--- src/shared/uart_regs.svh ---
// Register addresses, reset values and timing counts of the serial port
`ifndef UART_REGS_SVH
`define UART_REGS_SVH

`define UART_CTRL_ADDR   8'h98
`define UART_BUF_ADDR    8'h99
`define UART_CTRL_RESET  8'h00
`define UART_BUF_RESET   8'h00
`define UART_M0_DIV      6
`define UART_M0_RISE     3
`define UART_OVS         16
`define UART_DATA_BITS   8

`endif

--- src/shared/uart_pkg.sv ---
// Types shared by the serial port modules
package uart_pkg;

  typedef enum logic [1:0] {
    MODE_SHIFT   = 2'b00,
    MODE_8BIT    = 2'b01,
    MODE_9BIT_FX = 2'b10,
    MODE_9BIT_TV = 2'b11
  } mode_t;

  typedef struct packed {
    logic mode_select_high;
    logic mode_select_low;
    logic multiproc_filter_enable;
    logic rx_enable;
    logic tx_ninth_bit;
    logic rx_ninth_bit;
    logic tx_done_flag;
    logic rx_done_flag;
  } ctrl_t;

  typedef struct packed {
    logic samp;
    logic m0_fall;
    logic m0_rise;
    logic m0_level;
  } baud_ticks_t;

  typedef enum logic [1:0] {
    TX_IDLE = 2'b00,
    TX_ARM  = 2'b01,
    TX_SEND = 2'b11,
    TX_LAST = 2'b10
  } tx_state_t;

  typedef enum logic [1:0] {
    RX_IDLE  = 2'b00,
    RX_START = 2'b01,
    RX_DATA  = 2'b11,
    RX_STOP  = 2'b10
  } rx_state_t;

endpackage : uart_pkg

--- src/design/uart_baud_gen.sv ---
// Bit rate tick generator for the serial port
`timescale 1ns/1ps
`include "uart_regs.svh"

module uart_baud_gen #(
  parameter int unsigned M0_DIV = `UART_M0_DIV
) (
  input  wire logic                 clock_in,
  input  wire logic                 rstn_in,
  input  wire logic [1:0]           mode_in,
  input  wire logic                 baud_doubler_in,
  input  wire logic                 timer1_ovf_in,
  output uart_pkg::baud_ticks_t     ticks_out
);

  logic [2:0] m0_cnt_r;
  logic       half_clk_r;
  logic       half_ovf_r;
  logic       samp_nxt;

  always_ff @(posedge clock_in or negedge rstn_in) begin
    if (!rstn_in) begin
      m0_cnt_r <= 3'h0;
    end else if (m0_cnt_r == 3'(M0_DIV - 1)) begin
      m0_cnt_r <= 3'h0;
    end else begin
      m0_cnt_r <= m0_cnt_r + 3'h1;
    end
  end

  always_ff @(posedge clock_in or negedge rstn_in) begin
    if (!rstn_in) begin
      half_clk_r <= 1'b0;
      half_ovf_r <= 1'b0;
    end else begin
      half_clk_r <= ~half_clk_r;
      if (timer1_ovf_in) begin
        half_ovf_r <= ~half_ovf_r;
      end
    end
  end

  // Sample tick runs 16 times the bit rate
  always_comb begin
    samp_nxt = 1'b0;
    case (mode_in)
      2'b10:   samp_nxt = baud_doubler_in | half_clk_r;
      2'b01,
      2'b11:   samp_nxt = timer1_ovf_in & (baud_doubler_in | half_ovf_r);
      default: samp_nxt = 1'b0;
    endcase
  end

  // Shift clock low for the first half of each six clock slot
  always_ff @(posedge clock_in or negedge rstn_in) begin
    if (!rstn_in) begin
      ticks_out <= '0;
    end else begin
      ticks_out.samp     <= samp_nxt;
      ticks_out.m0_fall  <= (m0_cnt_r == 3'h0);
      ticks_out.m0_rise  <= (m0_cnt_r == 3'(`UART_M0_RISE));
      ticks_out.m0_level <= (m0_cnt_r >= 3'(`UART_M0_RISE));
    end
  end

endmodule : uart_baud_gen

--- src/design/enhanced_uart_serial_port.sv ---
// Serial port with shift register mode, 8 and 9 bit asynchronous modes
`timescale 1ns/1ps
`include "uart_regs.svh"

module enhanced_uart_serial_port #(
  parameter int unsigned OVS       = `UART_OVS,
  parameter int unsigned DATA_BITS = `UART_DATA_BITS
) (
  input  wire logic       clock_in,
  input  wire logic       rstn_in,
  input  wire logic [7:0] sfr_addr_in,
  input  wire logic       sfr_wr_in,
  input  wire logic       sfr_rd_in,
  input  wire logic [7:0] sfr_wdata_in,
  output logic      [7:0] sfr_rdata_out,
  input  wire logic       bit7_view_select_in,
  input  wire logic       baud_doubler_in,
  input  wire logic       timer1_ovf_in,
  input  wire logic       rxd_in,
  output logic            rxd_out,
  output logic            rxd_oe_n_out,
  output logic            txd_out,
  output logic            tx_done_flag_out,
  output logic            rx_done_flag_out
);

  function automatic logic hit(input logic [7:0] addr, input logic [7:0] target);
    hit = (addr == target);
  endfunction : hit

  // Bit index whose end opens the stop phase, or ends a shift mode byte
  function automatic logic tx_at_last(input logic m0, input logic ninth, input logic [3:0] idx);
    if (m0) begin
      tx_at_last = (idx == 4'(DATA_BITS - 1));
    end else if (ninth) begin
      tx_at_last = (idx == 4'(DATA_BITS + 1));
    end else begin
      tx_at_last = (idx == 4'(DATA_BITS));
    end
  endfunction : tx_at_last

  uart_pkg::ctrl_t       ctrl_r;
  logic                  fe_r;
  logic [7:0]            rx_hold_r;
  uart_pkg::tx_state_t   tx_state_r;
  uart_pkg::rx_state_t   rx_state_r;
  logic [10:0]           tx_sh_r;
  logic [3:0]            tx_bit_r;
  logic [3:0]            tx_tick_r;
  logic [8:0]            rx_sh_r;
  logic [3:0]            rx_bit_r;
  logic [3:0]            rx_tick_r;
  logic                  rx_prev_r;
  uart_pkg::baud_ticks_t ticks;
  uart_pkg::mode_t       mode;
  logic                  is_m0;
  logic                  nine;
  logic                  wr_ctrl;
  logic                  wr_buf;
  logic                  tx_bit_end;
  logic                  rx_mid;
  logic                  rx_bit_end;
  logic                  ti_set;
  logic                  ri_set;
  logic                  fe_set;
  logic                  rb8_load;
  logic                  rb8_val;
  logic [7:0]            rx_data;
  logic                  stop_ok;
  logic                  accept;
  logic                  m0_tx_clk;
  logic                  m0_rx_clk;

  assign mode    = uart_pkg::mode_t'({ctrl_r.mode_select_high, ctrl_r.mode_select_low});
  assign is_m0   = (mode == uart_pkg::MODE_SHIFT);
  assign nine    = ctrl_r.mode_select_high;
  assign wr_ctrl = sfr_wr_in & hit(sfr_addr_in, `UART_CTRL_ADDR);
  assign wr_buf  = sfr_wr_in & hit(sfr_addr_in, `UART_BUF_ADDR);

  uart_baud_gen #(
    .M0_DIV (`UART_M0_DIV)
  ) u_baud (
    .clock_in        (clock_in),
    .rstn_in         (rstn_in),
    .mode_in         ({ctrl_r.mode_select_high, ctrl_r.mode_select_low}),
    .baud_doubler_in (baud_doubler_in),
    .timer1_ovf_in   (timer1_ovf_in),
    .ticks_out       (ticks)
  );

  // Transmitter
  assign tx_bit_end = is_m0 ? ticks.m0_fall
                            : (ticks.samp && tx_tick_r == 4'(OVS - 1));

  // A write while busy restarts the frame rather than queueing it
  always_ff @(posedge clock_in or negedge rstn_in) begin
    if (!rstn_in) begin
      tx_state_r <= uart_pkg::TX_IDLE;
      tx_sh_r    <= '1;
      tx_bit_r   <= 4'h0;
      tx_tick_r  <= 4'h0;
    end else if (wr_buf) begin
      tx_bit_r  <= 4'h0;
      tx_tick_r <= 4'h0;
      if (is_m0) begin
        tx_sh_r    <= {3'h7, sfr_wdata_in};
        tx_state_r <= uart_pkg::TX_ARM;
      end else begin
        tx_sh_r    <= nine ? {1'b1, ctrl_r.tx_ninth_bit, sfr_wdata_in, 1'b0}
                           : {2'h3, sfr_wdata_in, 1'b0};
        tx_state_r <= uart_pkg::TX_SEND;
      end
    end else begin
      if (ticks.samp) begin
        tx_tick_r <= tx_tick_r + 4'h1;
      end
      case (tx_state_r)
        uart_pkg::TX_ARM: begin
          if (ticks.m0_fall) begin
            tx_state_r <= uart_pkg::TX_SEND;
          end
        end
        uart_pkg::TX_SEND: begin
          if (tx_bit_end) begin
            tx_sh_r  <= {1'b1, tx_sh_r[10:1]};
            tx_bit_r <= tx_bit_r + 4'h1;
            if (tx_at_last(is_m0, nine, tx_bit_r)) begin
              if (is_m0) begin
                tx_state_r <= uart_pkg::TX_IDLE;
              end else begin
                tx_state_r <= uart_pkg::TX_LAST;
              end
            end
          end
        end
        uart_pkg::TX_LAST: begin
          if (tx_bit_end) begin
            tx_state_r <= uart_pkg::TX_IDLE;
          end
        end
        default: begin
          tx_state_r <= uart_pkg::TX_IDLE;
        end
      endcase
    end
  end

  // Flag at end of mode 0 byte, else as the stop bit begins
  assign ti_set = !wr_buf && tx_state_r == uart_pkg::TX_SEND && tx_bit_end
                  && tx_at_last(is_m0, nine, tx_bit_r);

  // Receiver
  assign rx_mid     = ticks.samp && rx_tick_r == 4'(OVS / 2 - 1);
  assign rx_bit_end = is_m0 ? ticks.m0_rise : rx_mid;

  always_ff @(posedge clock_in or negedge rstn_in) begin
    if (!rstn_in) begin
      rx_prev_r <= 1'b1;
    end else if (ticks.samp) begin
      rx_prev_r <= rxd_in;
    end
  end

  always_ff @(posedge clock_in or negedge rstn_in) begin
    if (!rstn_in) begin
      rx_state_r <= uart_pkg::RX_IDLE;
      rx_sh_r    <= 9'h000;
      rx_bit_r   <= 4'h0;
      rx_tick_r  <= 4'h0;
    end else begin
      if (ticks.samp) begin
        rx_tick_r <= rx_tick_r + 4'h1;
      end
      case (rx_state_r)
        uart_pkg::RX_IDLE: begin
          rx_bit_r <= 4'h0;
          if (is_m0 && ctrl_r.rx_enable && !ctrl_r.rx_done_flag
              && tx_state_r == uart_pkg::TX_IDLE) begin
            rx_state_r <= uart_pkg::RX_START;
          end else if (!is_m0 && ctrl_r.rx_enable && ticks.samp
                       && rx_prev_r && !rxd_in) begin
            rx_state_r <= uart_pkg::RX_START;
            rx_tick_r  <= 4'h1;
          end
        end
        uart_pkg::RX_START: begin
          if (is_m0) begin
            if (ticks.m0_fall) begin
              rx_state_r <= uart_pkg::RX_DATA;
            end
          end else if (rx_mid) begin
            // A glitch shorter than half a bit is not a start bit
            rx_state_r <= rxd_in ? uart_pkg::RX_IDLE : uart_pkg::RX_DATA;
          end
        end
        uart_pkg::RX_DATA: begin
          if (rx_bit_end) begin
            rx_sh_r  <= {rxd_in, rx_sh_r[8:1]};
            rx_bit_r <= rx_bit_r + 4'h1;
            if (rx_bit_r == ((nine && !is_m0) ? 4'(DATA_BITS) : 4'(DATA_BITS - 1))) begin
              rx_state_r <= uart_pkg::RX_STOP;
            end
          end
        end
        uart_pkg::RX_STOP: begin
          if (is_m0 ? ticks.m0_fall : rx_mid) begin
            rx_state_r <= uart_pkg::RX_IDLE;
          end
        end
        default: begin
          rx_state_r <= uart_pkg::RX_IDLE;
        end
      endcase
    end
  end

  assign rx_data  = (nine && !is_m0) ? rx_sh_r[7:0] : rx_sh_r[8:1];
  assign stop_ok  = rxd_in;
  assign rb8_val  = nine ? rx_sh_r[8] : stop_ok;
  assign accept   = is_m0 || !ctrl_r.multiproc_filter_enable || rb8_val;
  assign ri_set   = rx_state_r == uart_pkg::RX_STOP
                    && (is_m0 ? ticks.m0_fall : rx_mid) && accept;
  assign rb8_load = ri_set && !is_m0;
  assign fe_set   = rx_state_r == uart_pkg::RX_STOP && !is_m0 && rx_mid
                    && !stop_ok;

  // Holding register is rewritten even if unread
  always_ff @(posedge clock_in or negedge rstn_in) begin
    if (!rstn_in) begin
      rx_hold_r <= `UART_BUF_RESET;
    end else if (ri_set) begin
      rx_hold_r <= rx_data;
    end
  end

  // Hardware sets follow software writes so a set in the clearing cycle wins
  always_ff @(posedge clock_in or negedge rstn_in) begin
    if (!rstn_in) begin
      ctrl_r <= uart_pkg::ctrl_t'(`UART_CTRL_RESET);
      fe_r   <= 1'b0;
    end else begin
      if (wr_ctrl) begin
        ctrl_r <= uart_pkg::ctrl_t'(sfr_wdata_in);
        if (bit7_view_select_in) begin
          ctrl_r.mode_select_high <= ctrl_r.mode_select_high;
          fe_r                    <= sfr_wdata_in[7];
        end
      end
      if (fe_set) begin
        fe_r <= 1'b1;
      end
      if (rb8_load) begin
        ctrl_r.rx_ninth_bit <= rb8_val;
      end
      if (ti_set) begin
        ctrl_r.tx_done_flag <= 1'b1;
      end
      if (ri_set) begin
        ctrl_r.rx_done_flag <= 1'b1;
      end
    end
  end

  // Register read port
  always_ff @(posedge clock_in or negedge rstn_in) begin
    if (!rstn_in) begin
      sfr_rdata_out <= 8'h00;
    end else if (sfr_rd_in) begin
      if (hit(sfr_addr_in, `UART_BUF_ADDR)) begin
        sfr_rdata_out <= rx_hold_r;
      end else if (hit(sfr_addr_in, `UART_CTRL_ADDR)) begin
        sfr_rdata_out <= {bit7_view_select_in ? fe_r : ctrl_r.mode_select_high,
                          ctrl_r[6:0]};
      end else begin
        sfr_rdata_out <= 8'h00;
      end
    end
  end

  // Shift clock gates open on the slot fall that starts a byte; the transmit gate shuts on the
  // fall after the last bit, the receive gate after the last bit's rise, so neither end of a byte shows a short pulse
  assign m0_tx_clk = (tx_state_r == uart_pkg::TX_ARM && ticks.m0_fall)
                     || (tx_state_r == uart_pkg::TX_SEND
                         && !(ticks.m0_fall && tx_at_last(is_m0, nine, tx_bit_r)));
  assign m0_rx_clk = (rx_state_r == uart_pkg::RX_START && ticks.m0_fall)
                     || rx_state_r == uart_pkg::RX_DATA;

  // Pins; mode 0 drives the clock on the transmit pin for either direction
  always_ff @(posedge clock_in or negedge rstn_in) begin
    if (!rstn_in) begin
      txd_out      <= 1'b1;
      rxd_out      <= 1'b1;
      rxd_oe_n_out <= 1'b1;
    end else if (is_m0) begin
      txd_out      <= (m0_tx_clk || m0_rx_clk) ? ticks.m0_level : 1'b1;
      rxd_out      <= tx_sh_r[0];
      rxd_oe_n_out <= (tx_state_r != uart_pkg::TX_SEND);
    end else begin
      txd_out      <= (tx_state_r == uart_pkg::TX_IDLE) ? 1'b1 : tx_sh_r[0];
      rxd_out      <= 1'b1;
      rxd_oe_n_out <= 1'b1;
    end
  end

  always_ff @(posedge clock_in or negedge rstn_in) begin
    if (!rstn_in) begin
      tx_done_flag_out <= 1'b0;
      rx_done_flag_out <= 1'b0;
    end else begin
      tx_done_flag_out <= ctrl_r.tx_done_flag;
      rx_done_flag_out <= ctrl_r.rx_done_flag;
    end
  end

endmodule : enhanced_uart_serial_port

--- config.mk ---
export PLATFORM = sky130hd
export DESIGN_NAME = enhanced_uart_serial_port
export DESIGN_NICKNAME = d
export VERILOG_FILES = /design/src/shared/uart_pkg.sv /design/src/design/uart_baud_gen.sv /design/src/design/enhanced_uart_serial_port.sv
export VERILOG_INCLUDE_DIRS = /design/src /design/src/shared
export SDC_FILE = /design/constraint.sdc
export NUM_CORES = 1
export LEC_CHECK = 0
export ABC_AREA = 1
export ABC_CLOCK_PERIOD_IN_PS = 1800
export CAP_MARGIN = 20
export CORE_MARGIN = 3
export CORE_UTILIZATION = 35
export CTS_CLUSTER_DIAMETER = 80
export DETAILED_ROUTE_END_ITERATION = 10
export DONT_BUFFER_PORTS = 1
export GPL_TIMING_DRIVEN = 0
export PLACE_DENSITY = 0.53
export REMOVE_ABC_BUFFERS = 1
export SYNTH_ARGS = -nofsm -noshare
export SYNTH_HDL_FRONTEND = slang
export SYNTH_HIERARCHICAL = 1
export SYNTH_SLANG_ARGS = --single-unit
--- constraint.sdc ---
create_clock -name clock_in -period 1.8 [get_ports clock_in]
set_input_delay 0 -clock clock_in [delete_from_list [all_inputs] [get_ports clock_in]]
set_output_delay 0 -clock clock_in [all_outputs]
set_load 0.02 [all_outputs]
# Word-level counts from Yosys, hierarchy flattened

Cells that the tools add are included.

Add/subtract/negate cells: 5
Multiply operators: 0
Div/mod/pow operators: 0
$lt $le $gt $ge: 1
Eq/ne operators: 30
Shift-type cells: 0
Multiplexer cells: 61
Bitwise logic cells: 8
Reduce and logical (&&, ||, !) cells: 55

Operator list:

| cell                                                                    | count |
|---|---|
| 4-bit two-way mux                                                       | 11 |
| 11-bit two-way mux                                                      | 3 |
| 2-bit two-way mux                                                       | 15 |
| 8-bit two-way mux                                                       | 3 |
| 1-bit logical AND                                                       | 23 |
| 1-bit two-way mux                                                       | 21 |
| 10-bit two-way mux                                                      | 2 |
| 2-bit nonzero test                                                      | 9 |
| 4-bit by 1-bit adder with 4-bit output, second input constant           | 4 |
| 8-bit == test, second input constant                                    | 2 |
| 2-bit == test, second input constant                                    | 6 |
| 4-bit == test, second input constant                                    | 3 |
| 3-bit inequality test, second input constant                            | 4 |
| 2-bit AND reduction                                                     | 5 |
| 3-bit by 2-bit inequality test with 1-bit output, second input constant | 3 |
| 4-bit by 3-bit == test with 1-bit output, second input constant         | 2 |
| 2-bit one-hot mux with 4 select lines                                   | 1 |
| 4-bit one-hot mux with 2 select lines                                   | 1 |
| 2-bit by 1-bit == test with 1-bit output, second input constant         | 3 |
| 1-bit logical NOT                                                       | 6 |
| 2-bit logical NOT                                                       | 3 |
| 3-bit two-way mux                                                       | 2 |
| 2-bit inequality test, second input constant                            | 3 |
| 2-bit one-hot mux with 3 select lines                                   | 1 |
| 15 further kinds                                                        | 24 |

Register bits: 80
Bits in latches: 0
Memory bits (writable): 0
Memory bits (read-only): 0
Input port bits: 24
Output and inout bits: 13
Logic and storage cells: 192
Memories kept: 0

# Logic depth before layout (Yosys ltp)

Gate-level depths: netlist (run 1).

Word-level depth: 10
Mapped depth: 11
Mapped depth without buffers: 11

# By module

The synthesis (run 1) kept the hierarchy.

Modules (own cells, without submodules):

| module                    | times used | cells each | area each (um^2) | sequential area each (um^2) |
|---|---|---|---|---|
| enhanced_uart_serial_port | 1          | 473        | 3673.5           | 1769.2 |
| uart_baud_gen             | 1          | 38         | 351.6            | 225.2 |

# Least setup slack after synthesis (run 1)

OpenSTA, ideal clock, no wires.

Kind: register to register
Start: register rx_tick_r[0]
End: register rx_hold_r[6]
Setup time: 0.123 ns
Data arrival time: 1.307 ns
Data required time: 1.677 ns
Slack: 0.370 ns
Cell stages (with the launch flop): 12
Path buffers: 1
Clock period less this slack: 1.430 ns
Cell sequence: dfrtp_1 -> ha_1 -> nand2_1 -> nor2_1 -> nand2_1 -> nand2_1 -> nand2_1 -> inv_1 -> nand2_4 -> buf_6 -> nand2_2 -> o21ai_2

Longest elaborated chain between the ends: 5

Ends and longest elaborated chain:

| what                                     | RTL line                         | source |
|---|---|---|
| start, declared                          | enhanced_uart_serial_port.sv:52  | `logic [3:0] rx_tick_r;` |
| start signal, assigned                   | enhanced_uart_serial_port.sv:172 | `rx_tick_r <= rx_tick_r + 4'h1;` |
| 4-bit by 3-bit == test with 1-bit output | enhanced_uart_serial_port.sv:153 | `assign rx_mid = ticks.samp && rx_tick_r == 4'(OVS / 2 - 1);` |
| 1-bit logical AND                        | enhanced_uart_serial_port.sv:153 |  |
| 1-bit two-way mux                        | enhanced_uart_serial_port.sv:222 | `&& (is_m0 ? ticks.m0_fall : rx_mid) && accept;` |
| 1-bit logical AND (2 in a row)           | enhanced_uart_serial_port.sv:222 |  |
| end signal, assigned                     | enhanced_uart_serial_port.sv:230 | `` rx_hold_r <= `UART_BUF_RESET; `` |
| end signal, assigned                     | enhanced_uart_serial_port.sv:232 | `rx_hold_r <= rx_data;` |
| end, declared                            | enhanced_uart_serial_port.sv:44  | `logic [7:0] rx_hold_r;` |

Every way passes these cells.
A chain may end at the register's enable or synchronous reset.

# Worst setup path in the final report (run 1)

Start: register ctrl_r (netlist bit nine)
End: register rx_hold_r[5]

Longest elaborated chain between the ends: 4
Elaborated cells on any way between the ends: 10
Those cells by class: mux (3); reduce/logical (7)

Ends and longest elaborated chain:

| what                                                   | RTL line                                                           | source |
|---|---|---|
| start, declared                                        | enhanced_uart_serial_port.sv:42                                    | `uart_pkg::ctrl_t ctrl_r;` |
| start signal, assigned                                 | enhanced_uart_serial_port.sv:239                                   | `` ctrl_r <= uart_pkg::ctrl_t'(`UART_CTRL_RESET); `` |
| start signal, assigned                                 | enhanced_uart_serial_port.sv:243                                   | `ctrl_r <= uart_pkg::ctrl_t'(sfr_wdata_in);` |
| 2-bit logical NOT                                      | enhanced_uart_serial_port.sv:75                                    | `assign is_m0 = (mode == uart_pkg::MODE_SHIFT);` |
| 1-bit logical NOT, or another cell as far along        | enhanced_uart_serial_port.sv:217                                   | `assign rx_data = (nine && !is_m0) ? rx_sh_r[7:0] : rx_sh_r[8:1];` |
| 1-bit logical AND, or another cell as far along        | enhanced_uart_serial_port.sv:217                                   |  |
| 8-bit two-way mux or 1-bit logical AND (tied branches) | enhanced_uart_serial_port.sv:217, enhanced_uart_serial_port.sv:222 |  |

Several ways; a longest one is shown, not always the timed one.

==> impl_metrics.sql, run 1 <==
INSERT INTO impl_metrics (metric_group, metric, value, unit) VALUES
('cts', 'source_to_sink_clock_delay_at_the_later_pin_of_the_worst_skew_pair', '0.33', 'ns'),
('route', 'detail_route.first_pass.iterations', '5', ''),
('floorplan', 'design.die.area', '0.0128', 'mm²'),
('pwr', 'power.density', '1170', 'mW/mm²'),
('worst_setup_path', 'worst_ep_required_time', '2.02', 'ns'),
('timing', 'report.final.hold_viol_count', '79', ''),
('synth', 'cell_area_after_technology_mapping', '0.00403', 'mm²'),
('worst_setup_path', 'critical-path-slowest-cell', 'sky130_fd_sc_hd__dfrtp_2', ''),
('synth', 'synth_seq_cells', '79', ''),
('timing', 'post-route-min-period', '1.63', 'ns'),
('run_status', 'violations', 'negative hold slack', ''),
('synth', 'yosysTopAreaCell', 'sky130_fd_sc_hd__dfrtp_1', ''),
('layout', 'postLayoutCoreUtil', '0.431', ''),
('route', 'met3WireLength', '430', 'µm'),
('route', 'vias_per_cell', '4.81', ''),
('global_route', 'grt.total_usage', '0.150', ''),
('cts', 'cts-root-buf', 'sky130_fd_sc_hd__clkbuf_16', ''),
('route', 'drc_violation_total_after_the_first_tritonroute_iteration', '204', ''),
('floorplan', 'die_h', '113', 'µm'),
('run_status', 'run_status', 'finished, violations left', ''),
('global_route', 'grt_pass1_wl', '15400', 'µm'),
('worst_setup_path', 'r2r.worst_path.cells', '9', ''),
('timing', 'layout_setup_ws', '0.167', 'ns'),
('floorplan', 'die_w', '113', 'µm'),
('worst_setup_path', 'timing.critical_path.arrival', '1.85', 'ns'),
('timing', 'final.hold.worst_slack', '-0.642', 'ns'),
('synth', 'largest_cells_by_area_after_synthesis', 'sky130_fd_sc_hd__dfrtp_1, sky130_fd_sc_hd__nand2_1, sky130_fd_sc_hd__dfstp_2, sky130_fd_sc_hd__o21ai_0, sky130_fd_sc_hd__inv_1', ''),
('global_route', 'grt_pass1_vias', '3165', ''),
('global_route', 'remaining_global_route_overflow', '0', ''),
('timing', 'slew_headroom', '0.644', ''),
('floorplan', 'num_rows', '38', ''),
('route', 'drc', '0', ''),
('placement', 'routabilityCongestion', '0.780', ''),
('timing', 'fin_skew', '0.00912', 'ns'),
('timing', 'setup_viol', '0', ''),
('worst_setup_path', 'crit_path_max_fanout', '17', ''),
('layout', 'layout_stage_area_growth_over_the_synthesis_result', '18.1', '%'),
('global_route', 'antenna_violations_before_repair', '0', ''),
('worst_setup_path', 'crit_path_start_kind', 'flop', ''),
('worst_setup_path', 'flop2flop_setup_slack', '0.17', 'ns'),
('synth', 'synth_seq_area_share', '0.495', ''),
('pwr', 'cellLeakagePower', '2.32', 'nW'),
('floorplan', 'floorplan.io_pins', '37', ''),
('layout', 'antenna_cells', '0', ''),
('min_path', 'min-delay-path-class', 'in2async', ''),
('worst_setup_path', 'crit_top_cell', 'sky130_fd_sc_hd__nand2_1', ''),
('layout', 'num-nets-final', '566', ''),
('worst_setup_path', 'critical_path.startpoint', 'nine', ''),
('timing', 'timing_worst_slew_pin_value', '0.532', 'ns'),
('global_route', 'grt_max_degree', '80', ''),
('route', 'final_antenna_net_count', '0', ''),
('timing', 'achievable-frequency', '612', 'MHz'),
('floorplan', 'initial_utilization', '0.365', ''),
('timing', 'maxSlewViolCount', '0', ''),
('layout', 'fillCellCount', '1124', ''),
('placement', 'numPortBuffers', '0', ''),
('layout', 'multi_input_gate_area_in_the_final_layout', '0.00171', 'mm²'),
('floorplan', 'core', '0.0110', 'mm²'),
('placement', 'placement.setup.worst_slack', '-0.485', 'ns'),
('placement', 'dpl.hpwl', '5960', 'µm'),
('cts', 'cts.hold.buffers_added', '18', ''),
('cts', 'cts-htree-levels', '3', ''),
('synth', 'yosys.area.top_type_share', '0.404', ''),
('run', 'max-cap-violations', '0', ''),
('pwr', 'report.power.total', '0.00556', 'W'),
('synth', 'ys_types', '35', ''),
('pwr', 'peakVddDrop', '0.808', 'mV'),
('route', 'met1_length', '4360', 'µm'),
('worst_setup_path', 'cp_cell_sequence', 'inv_6 -> nand2_4 -> buf_4 -> nand2_1 -> nand2_1 -> inv_1 -> nand2_4 -> nand2_1 -> o21ai_2', ''),
('synth', 'yosys_warnings', '6', ''),
('route', 'met2_length', '4010', 'µm');
==> layout make-up <==
cell class              count  share of cell area
repair inverters            1             0.00158
flip-flops and latches     79               0.420
multi-input cells         345               0.359
repair buffers             31              0.0592
inverters                  70              0.0579
clock inverters             4              0.0113
clock buffers              12              0.0540
well taps                 140              0.0369
==> cells by family (layout without fill, tap and decap cells) <==
family | count (synthesis) | count (layout) | synth area share
xor+xnor | 6 | 6 | 0.0131
compound gates | 82 | 82 | 0.114
fa+ha+maj | 5 | 5 | 0.0155
flops | 79 | 79 | 0.495
buf+inv | 87 | 118 | 0.0898
simple gates | 252 | 252 | 0.272
==> cells in the mapped netlist, drive strengths merged <==
library cell,number
nor3,9
nand2,153
clkbuf,3
nand4,8
o211ai,1
xor2,4
clkinv,1
o22ai,1
nor2,35
dfstp,14
or2,4
xnor2,2
dfrtp,65
o21ai,63
inv,69
nand3,42
ha,5
buf,14
nand3b,1
a21oi,6
o31ai,1
a31oi,10
==> repair_timing <==
action | in CTS | in global routing
setup endpoints to repair | 46 | 31
gates resized for setup | 12 | 4
gates cloned | 1 | 0
hold endpoints to repair | 108 | 79
buffers inserted | 0 | 12
pin swaps | 0 | 3
==> state kept, by name, indices dropped and copies added (netlist names), 2 cells and up <==
signal            flops
rx_bit_r              4
tx_state_r            2
rx_sh_r               9
rx_state_r            2
u_baud/m0_cnt_r       3
tx_tick_r             4
sfr_rdata_out         8
ctrl_r                7
rx_tick_r             4
tx_bit_r              4
u_baud/ticks_out      4
tx_sh_r              10
rx_hold_r             8
==> critical path, delay by kind of cell (launching register included) <==
family                 cells  cell delay (ns)
and+or+nand+nor            5             0.54
DFF                        1             0.46
buffers and inverters      3             0.44
AOI/OAI and AO/OA          1             0.05
==> worst min-delay path by stage <==
stage	endpoint	slack, ns	cells after the start
3_3_place_gp	u_baud/m0_cnt_r[1]	-0.29	0
5_1_grt	tx_tick_r[3]	-0.66	0
6_report	tx_state_r[1]	-0.64	0
3_5_place_dp	u_baud/m0_cnt_r[1]	-0.29	0
4_1_cts	tx_tick_r[3]	-0.66	0
2_1_floorplan	ctrl_r[0]	-0.30	0
==> metal layers <==
layer | track usage | vias to the layer above
met5 | 0 | -
met4 | 0.0489 | 0
met3 | 0.0412 | 9
met2 | 0.229 | 72
met1 | 0.208 | 1516
li1 | - | 1686
==> power breakdown <==
part,leakage [nW],total (W),switching (W),internal [W]
sequential,0.965,0.00258,0.000339,0.00224
combinational,1.21,0.00111,0.000643,0.000465
clock,0.145,0.00187,0.000722,0.00115
total,2.32,0.00556,0.00170,0.00386
==> through the flow <==
stage | TNS (ns) | instance area [µm²] | hold slack (ns) | std cells
2_1_floorplan | -3.36 | 3930 | -0.296 | 494
3_3_place_gp | -37.05 | 4100 | -0.291 | 634
3_5_place_dp | -13.04 | 4110 | -0.293 | 635
4_1_cts | -0.0914 | 4650 | -0.660 | 670
5_1_grt | 0 | 4750 | -0.663 | 682
6_report | 0 | 4750 | -0.642 | 682
==> cell usage in the layout (no fill, tap or decap), drive strengths merged <==
| master | count |
|---|---|
| nand2 | 153 |
| inv | 67 |
| dfrtp | 65 |
| o21ai | 63 |
| nand3 | 42 |
| nor2 | 35 |
| dlygate4sd3 | 18 |
| dfstp | 14 |
| buf | 13 |
| clkbuf | 12 |
| a31oi | 10 |
| nor3 | 9 |
| nand4 | 8 |
| a21oi | 6 |
| clkinvlp | 5 |
| ha | 5 |
| or2 | 4 |
| xor2 | 4 |
| xnor2 | 2 |
| clkinv | 2 |
| nand3b | 1 |
| o211ai | 1 |
| o22ai | 1 |
| o31ai | 1 |
| bufinv | 1 |
No activity file was read; power rests on OpenSTA's default activity.
==> inputs of run 2 (changes only) <==
--- a/config.mk
+++ b/config.mk
@@ -9,7 +9,7 @@
 export ABC_AREA = 1
 export ABC_CLOCK_PERIOD_IN_PS = 1800
 export CAP_MARGIN = 20
-export CORE_MARGIN = 3
+export CORE_MARGIN = 5
 export CORE_UTILIZATION = 35
 export CTS_CLUSTER_DIAMETER = 80
 export DETAILED_ROUTE_END_ITERATION = 10
==> impl_metrics.sql, run 2 (synthesized netlist as in run 1, its figures left out) <==
INSERT INTO impl_metrics (metric_group, metric, value, unit) VALUES
('layout', 'final_common_cell', 'sky130_fd_sc_hd__nand2_1', ''),
('timing', 'setup_viol', '0', ''),
('timing', 'timing_worst_slew_pin_value', '0.537', 'ns'),
('cts', 'clock-sinks', '79', ''),
('pwr', 'report.power.total', '0.00562', 'W'),
('floorplan', 'num_rows', '39', ''),
('floorplan', 'die_h', '117', 'µm'),
('timing', 'achievable-frequency', '592', 'MHz'),
('worst_setup_path', 'crit_path_start_kind', 'flop', ''),
('cts', 'cts_inserted_buffers', '9', ''),
('global_route', 'remaining_global_route_overflow', '0', ''),
('layout', 'num-nets-final', '573', ''),
('worst_setup_path', 'crit_path_end_kind', 'flop', ''),
('cts', 'cts.hold.buffers_added', '23', ''),
('timing', 'maxSlewViolCount', '0', ''),
('placement', 'numPortBuffers', '0', ''),
('cts', 'source_to_sink_clock_delay_at_the_later_pin_of_the_worst_skew_pair', '0.35', 'ns'),
('layout', 'layoutNonFillerInstCount', '693', ''),
('cts', 'cts-htree-levels', '3', ''),
('route', 'drt-total-wl', '9250', 'µm'),
('worst_setup_path', 'crit_path_max_fanout', '17', ''),
('layout', 'largest_register_ff_count', '10', ''),
('placement', 'routabilityCongestion', '0.769', ''),
('layout', 'layout_stage_area_growth_over_the_synthesis_result', '20.9', '%'),
('min_path', 'min-delay-path-class', 'in2async', ''),
('cts', 'cts-root-buf', 'sky130_fd_sc_hd__clkbuf_16', ''),
('layout', 'layout_common_cells', 'sky130_fd_sc_hd__nand2_1, sky130_fd_sc_hd__inv_1, sky130_fd_sc_hd__dfrtp_1, sky130_fd_sc_hd__o21ai_0, sky130_fd_sc_hd__nand3_1', ''),
('timing', 'report.final.hold_viol_count', '79', ''),
('run', 'max-cap-violations', '0', ''),
('timing', 'post-route-min-period', '1.69', 'ns'),
('timing', 'slew_headroom', '0.641', ''),
('route', 'final_antenna_net_count', '0', ''),
('worst_setup_path', 'worst_ep_required_time', '2.03', 'ns'),
('worst_setup_path', 'timing.critical_path.arrival', '1.92', 'ns'),
('cts', 'worst_setup_hold_path_clk_slew', '0.06', 'ns'),
('timing', 'tcrit_tclk_final', '0.938', ''),
('route', 'detail_route.first_pass.iterations', '5', ''),
('floorplan', 'floorplan.io_pins', '37', ''),
('layout', 'largest_registers', 'tx_sh_r: 10 flops, rx_sh_r: 9 flops', ''),
('floorplan', 'core', '0.0114', 'mm²'),
('floorplan', 'initial_utilization', '0.354', ''),
('worst_setup_path', 'crit_type', 'reg2reg', ''),
('route', 'num_vias', '3335', ''),
('cts', 'clock_tree_from_tritoncts', 'done', ''),
('placement', 'post-place-cells', '638', ''),
('route', 'drc', '0', ''),
('floorplan', 'design.die.area', '0.0137', 'mm²'),
('layout', 'registers.top_by_ff_count', 'tx_sh_r', ''),
('run_status', 'run_status', 'finished, violations left', ''),
('timing', 'fin_skew', '0.00948', 'ns'),
('global_route', 'antenna_violations_before_repair', '1', ''),
('route', 'drc_violation_total_after_the_first_tritonroute_iteration', '229', ''),
('layout', 'layout-drive-gt1-share', '0.144', ''),
('global_route', 'grt_pass1_wl', '15100', 'µm'),
('timing', 'setup-tns-final', '0', 'ns'),
('global_route', 'grt.total_usage', '0.143', ''),
('pwr', 'peakVddDrop', '0.656', 'mV'),
('pwr', 'power.density', '1150', 'mW/mm²'),
('route', 'vias_per_cell', '4.81', ''),
('pwr', 'cellLeakagePower', '2.36', 'nW'),
('run_status', 'violations', 'negative hold slack', ''),
('floorplan', 'die_w', '117', 'µm'),
('global_route', 'grt_max_degree', '80', ''),
('placement', 'dpl.hpwl', '6020', 'µm'),
('timing', 'final.hold.worst_slack', '-0.645', 'ns'),
('timing', 'setup_repair_after_global_routing_missed_its_margin', 'false', ''),
('cts', 'ctsLongestPathBuffers', '2', ''),
('global_route', 'grt_pass1_vias', '3123', ''),
('route', 'routedWlPerCell', '13.4', 'µm');
run 2: cell count changes in the layout (fill, tap and decap cells not counted), moves of 2 or more:
cell,before,now
sky130_fd_sc_hd__buf_12,0,2
sky130_fd_sc_hd__buf_4,12,10
sky130_fd_sc_hd__dlygate4sd3_1,18,23
sky130_fd_sc_hd__inv_1,66,64
sky130_fd_sc_hd__inv_2,0,2
run 2: final cells by class:
class | count | area [µm²]
multi-input cells | 347 | 1730
clock inverters | 6 | 67.6
diodes | 1 | 2.50
clock buffers | 10 | 239
repair inverters | 1 | 7.51
repair buffers | 36 | 357
well taps | 143 | 179
flip-flops and latches | 79 | 2000
fillers | 1142 | 6500
inverters | 70 | 283
run 2: layer usage:
| layer | wire, µm | track usage |
|---|---|---|
| met1 | 4150 | 0.180 |
| met2 | 4410 | 0.225 |
| met3 | 587 | 0.0499 |
| met4 | 106 | 0.0558 |
| met5 | 0 | 0 |
run 2: report_power, final:
group	switching, W	leakage (nW)	internal (W)
sequential	0.000344	0.966	0.00224
clock	0.000755	0.145	0.00112
combinational	0.000670	1.25	0.000493
run 2: worst paths after layout:
kind	slack [ns]	end	cells past startpoint	startpoint
setup / recovery	0.11	rx_hold_r[1]	9	nine
hold / removal	-0.64	u_baud/half_clk_r	0	rstn_in
setup reg to reg	0.11	rx_hold_r[1]	9	nine
hold reg to reg	0.40	u_baud/half_clk_r	1	u_baud/half_clk_r
max in group asynchronous	2.20	rxd_out	0	rstn_in
min in group clock_in	0.01	tx_sh_r[2]	6	sfr_wdata_in[2]
run 2: worst max-delay path, stage by stage, from the launching register on:
cell and delay [ns]:
sky130_fd_sc_hd__dfrtp_4 0.54, sky130_fd_sc_hd__clkinv_8 0.11, sky130_fd_sc_hd__nand2_8 0.11, sky130_fd_sc_hd__nand2_1 0.09, sky130_fd_sc_hd__nor2_1 0.07, sky130_fd_sc_hd__nor3_4 0.21, sky130_fd_sc_hd__buf_4 0.19, sky130_fd_sc_hd__nand2_2 0.10
sky130_fd_sc_hd__nand2_1 0.09, sky130_fd_sc_hd__o21ai_2 0.05
run 2: repair_timing:
item                                    CTS  global route
endpoints found under the setup margin   46            30
hold endpoints to repair                109            79
resized for setup                        11            11
pin swaps                                 0             5
buffers inserted                          0            12
cloned                                    1             2
run 2: metrics by stage:
step	util	worst slack, ns	cell area (µm²)
6_report	0.428	0.111	4860
2_1_floorplan	-	-0.185	3930
4_1_cts	0.413	-0.0381	4690
5_1_grt	0.428	0.0113	4860
3_3_place_gp	0.361	-1.05	4110
3_5_place_dp	0.362	-0.504	4120
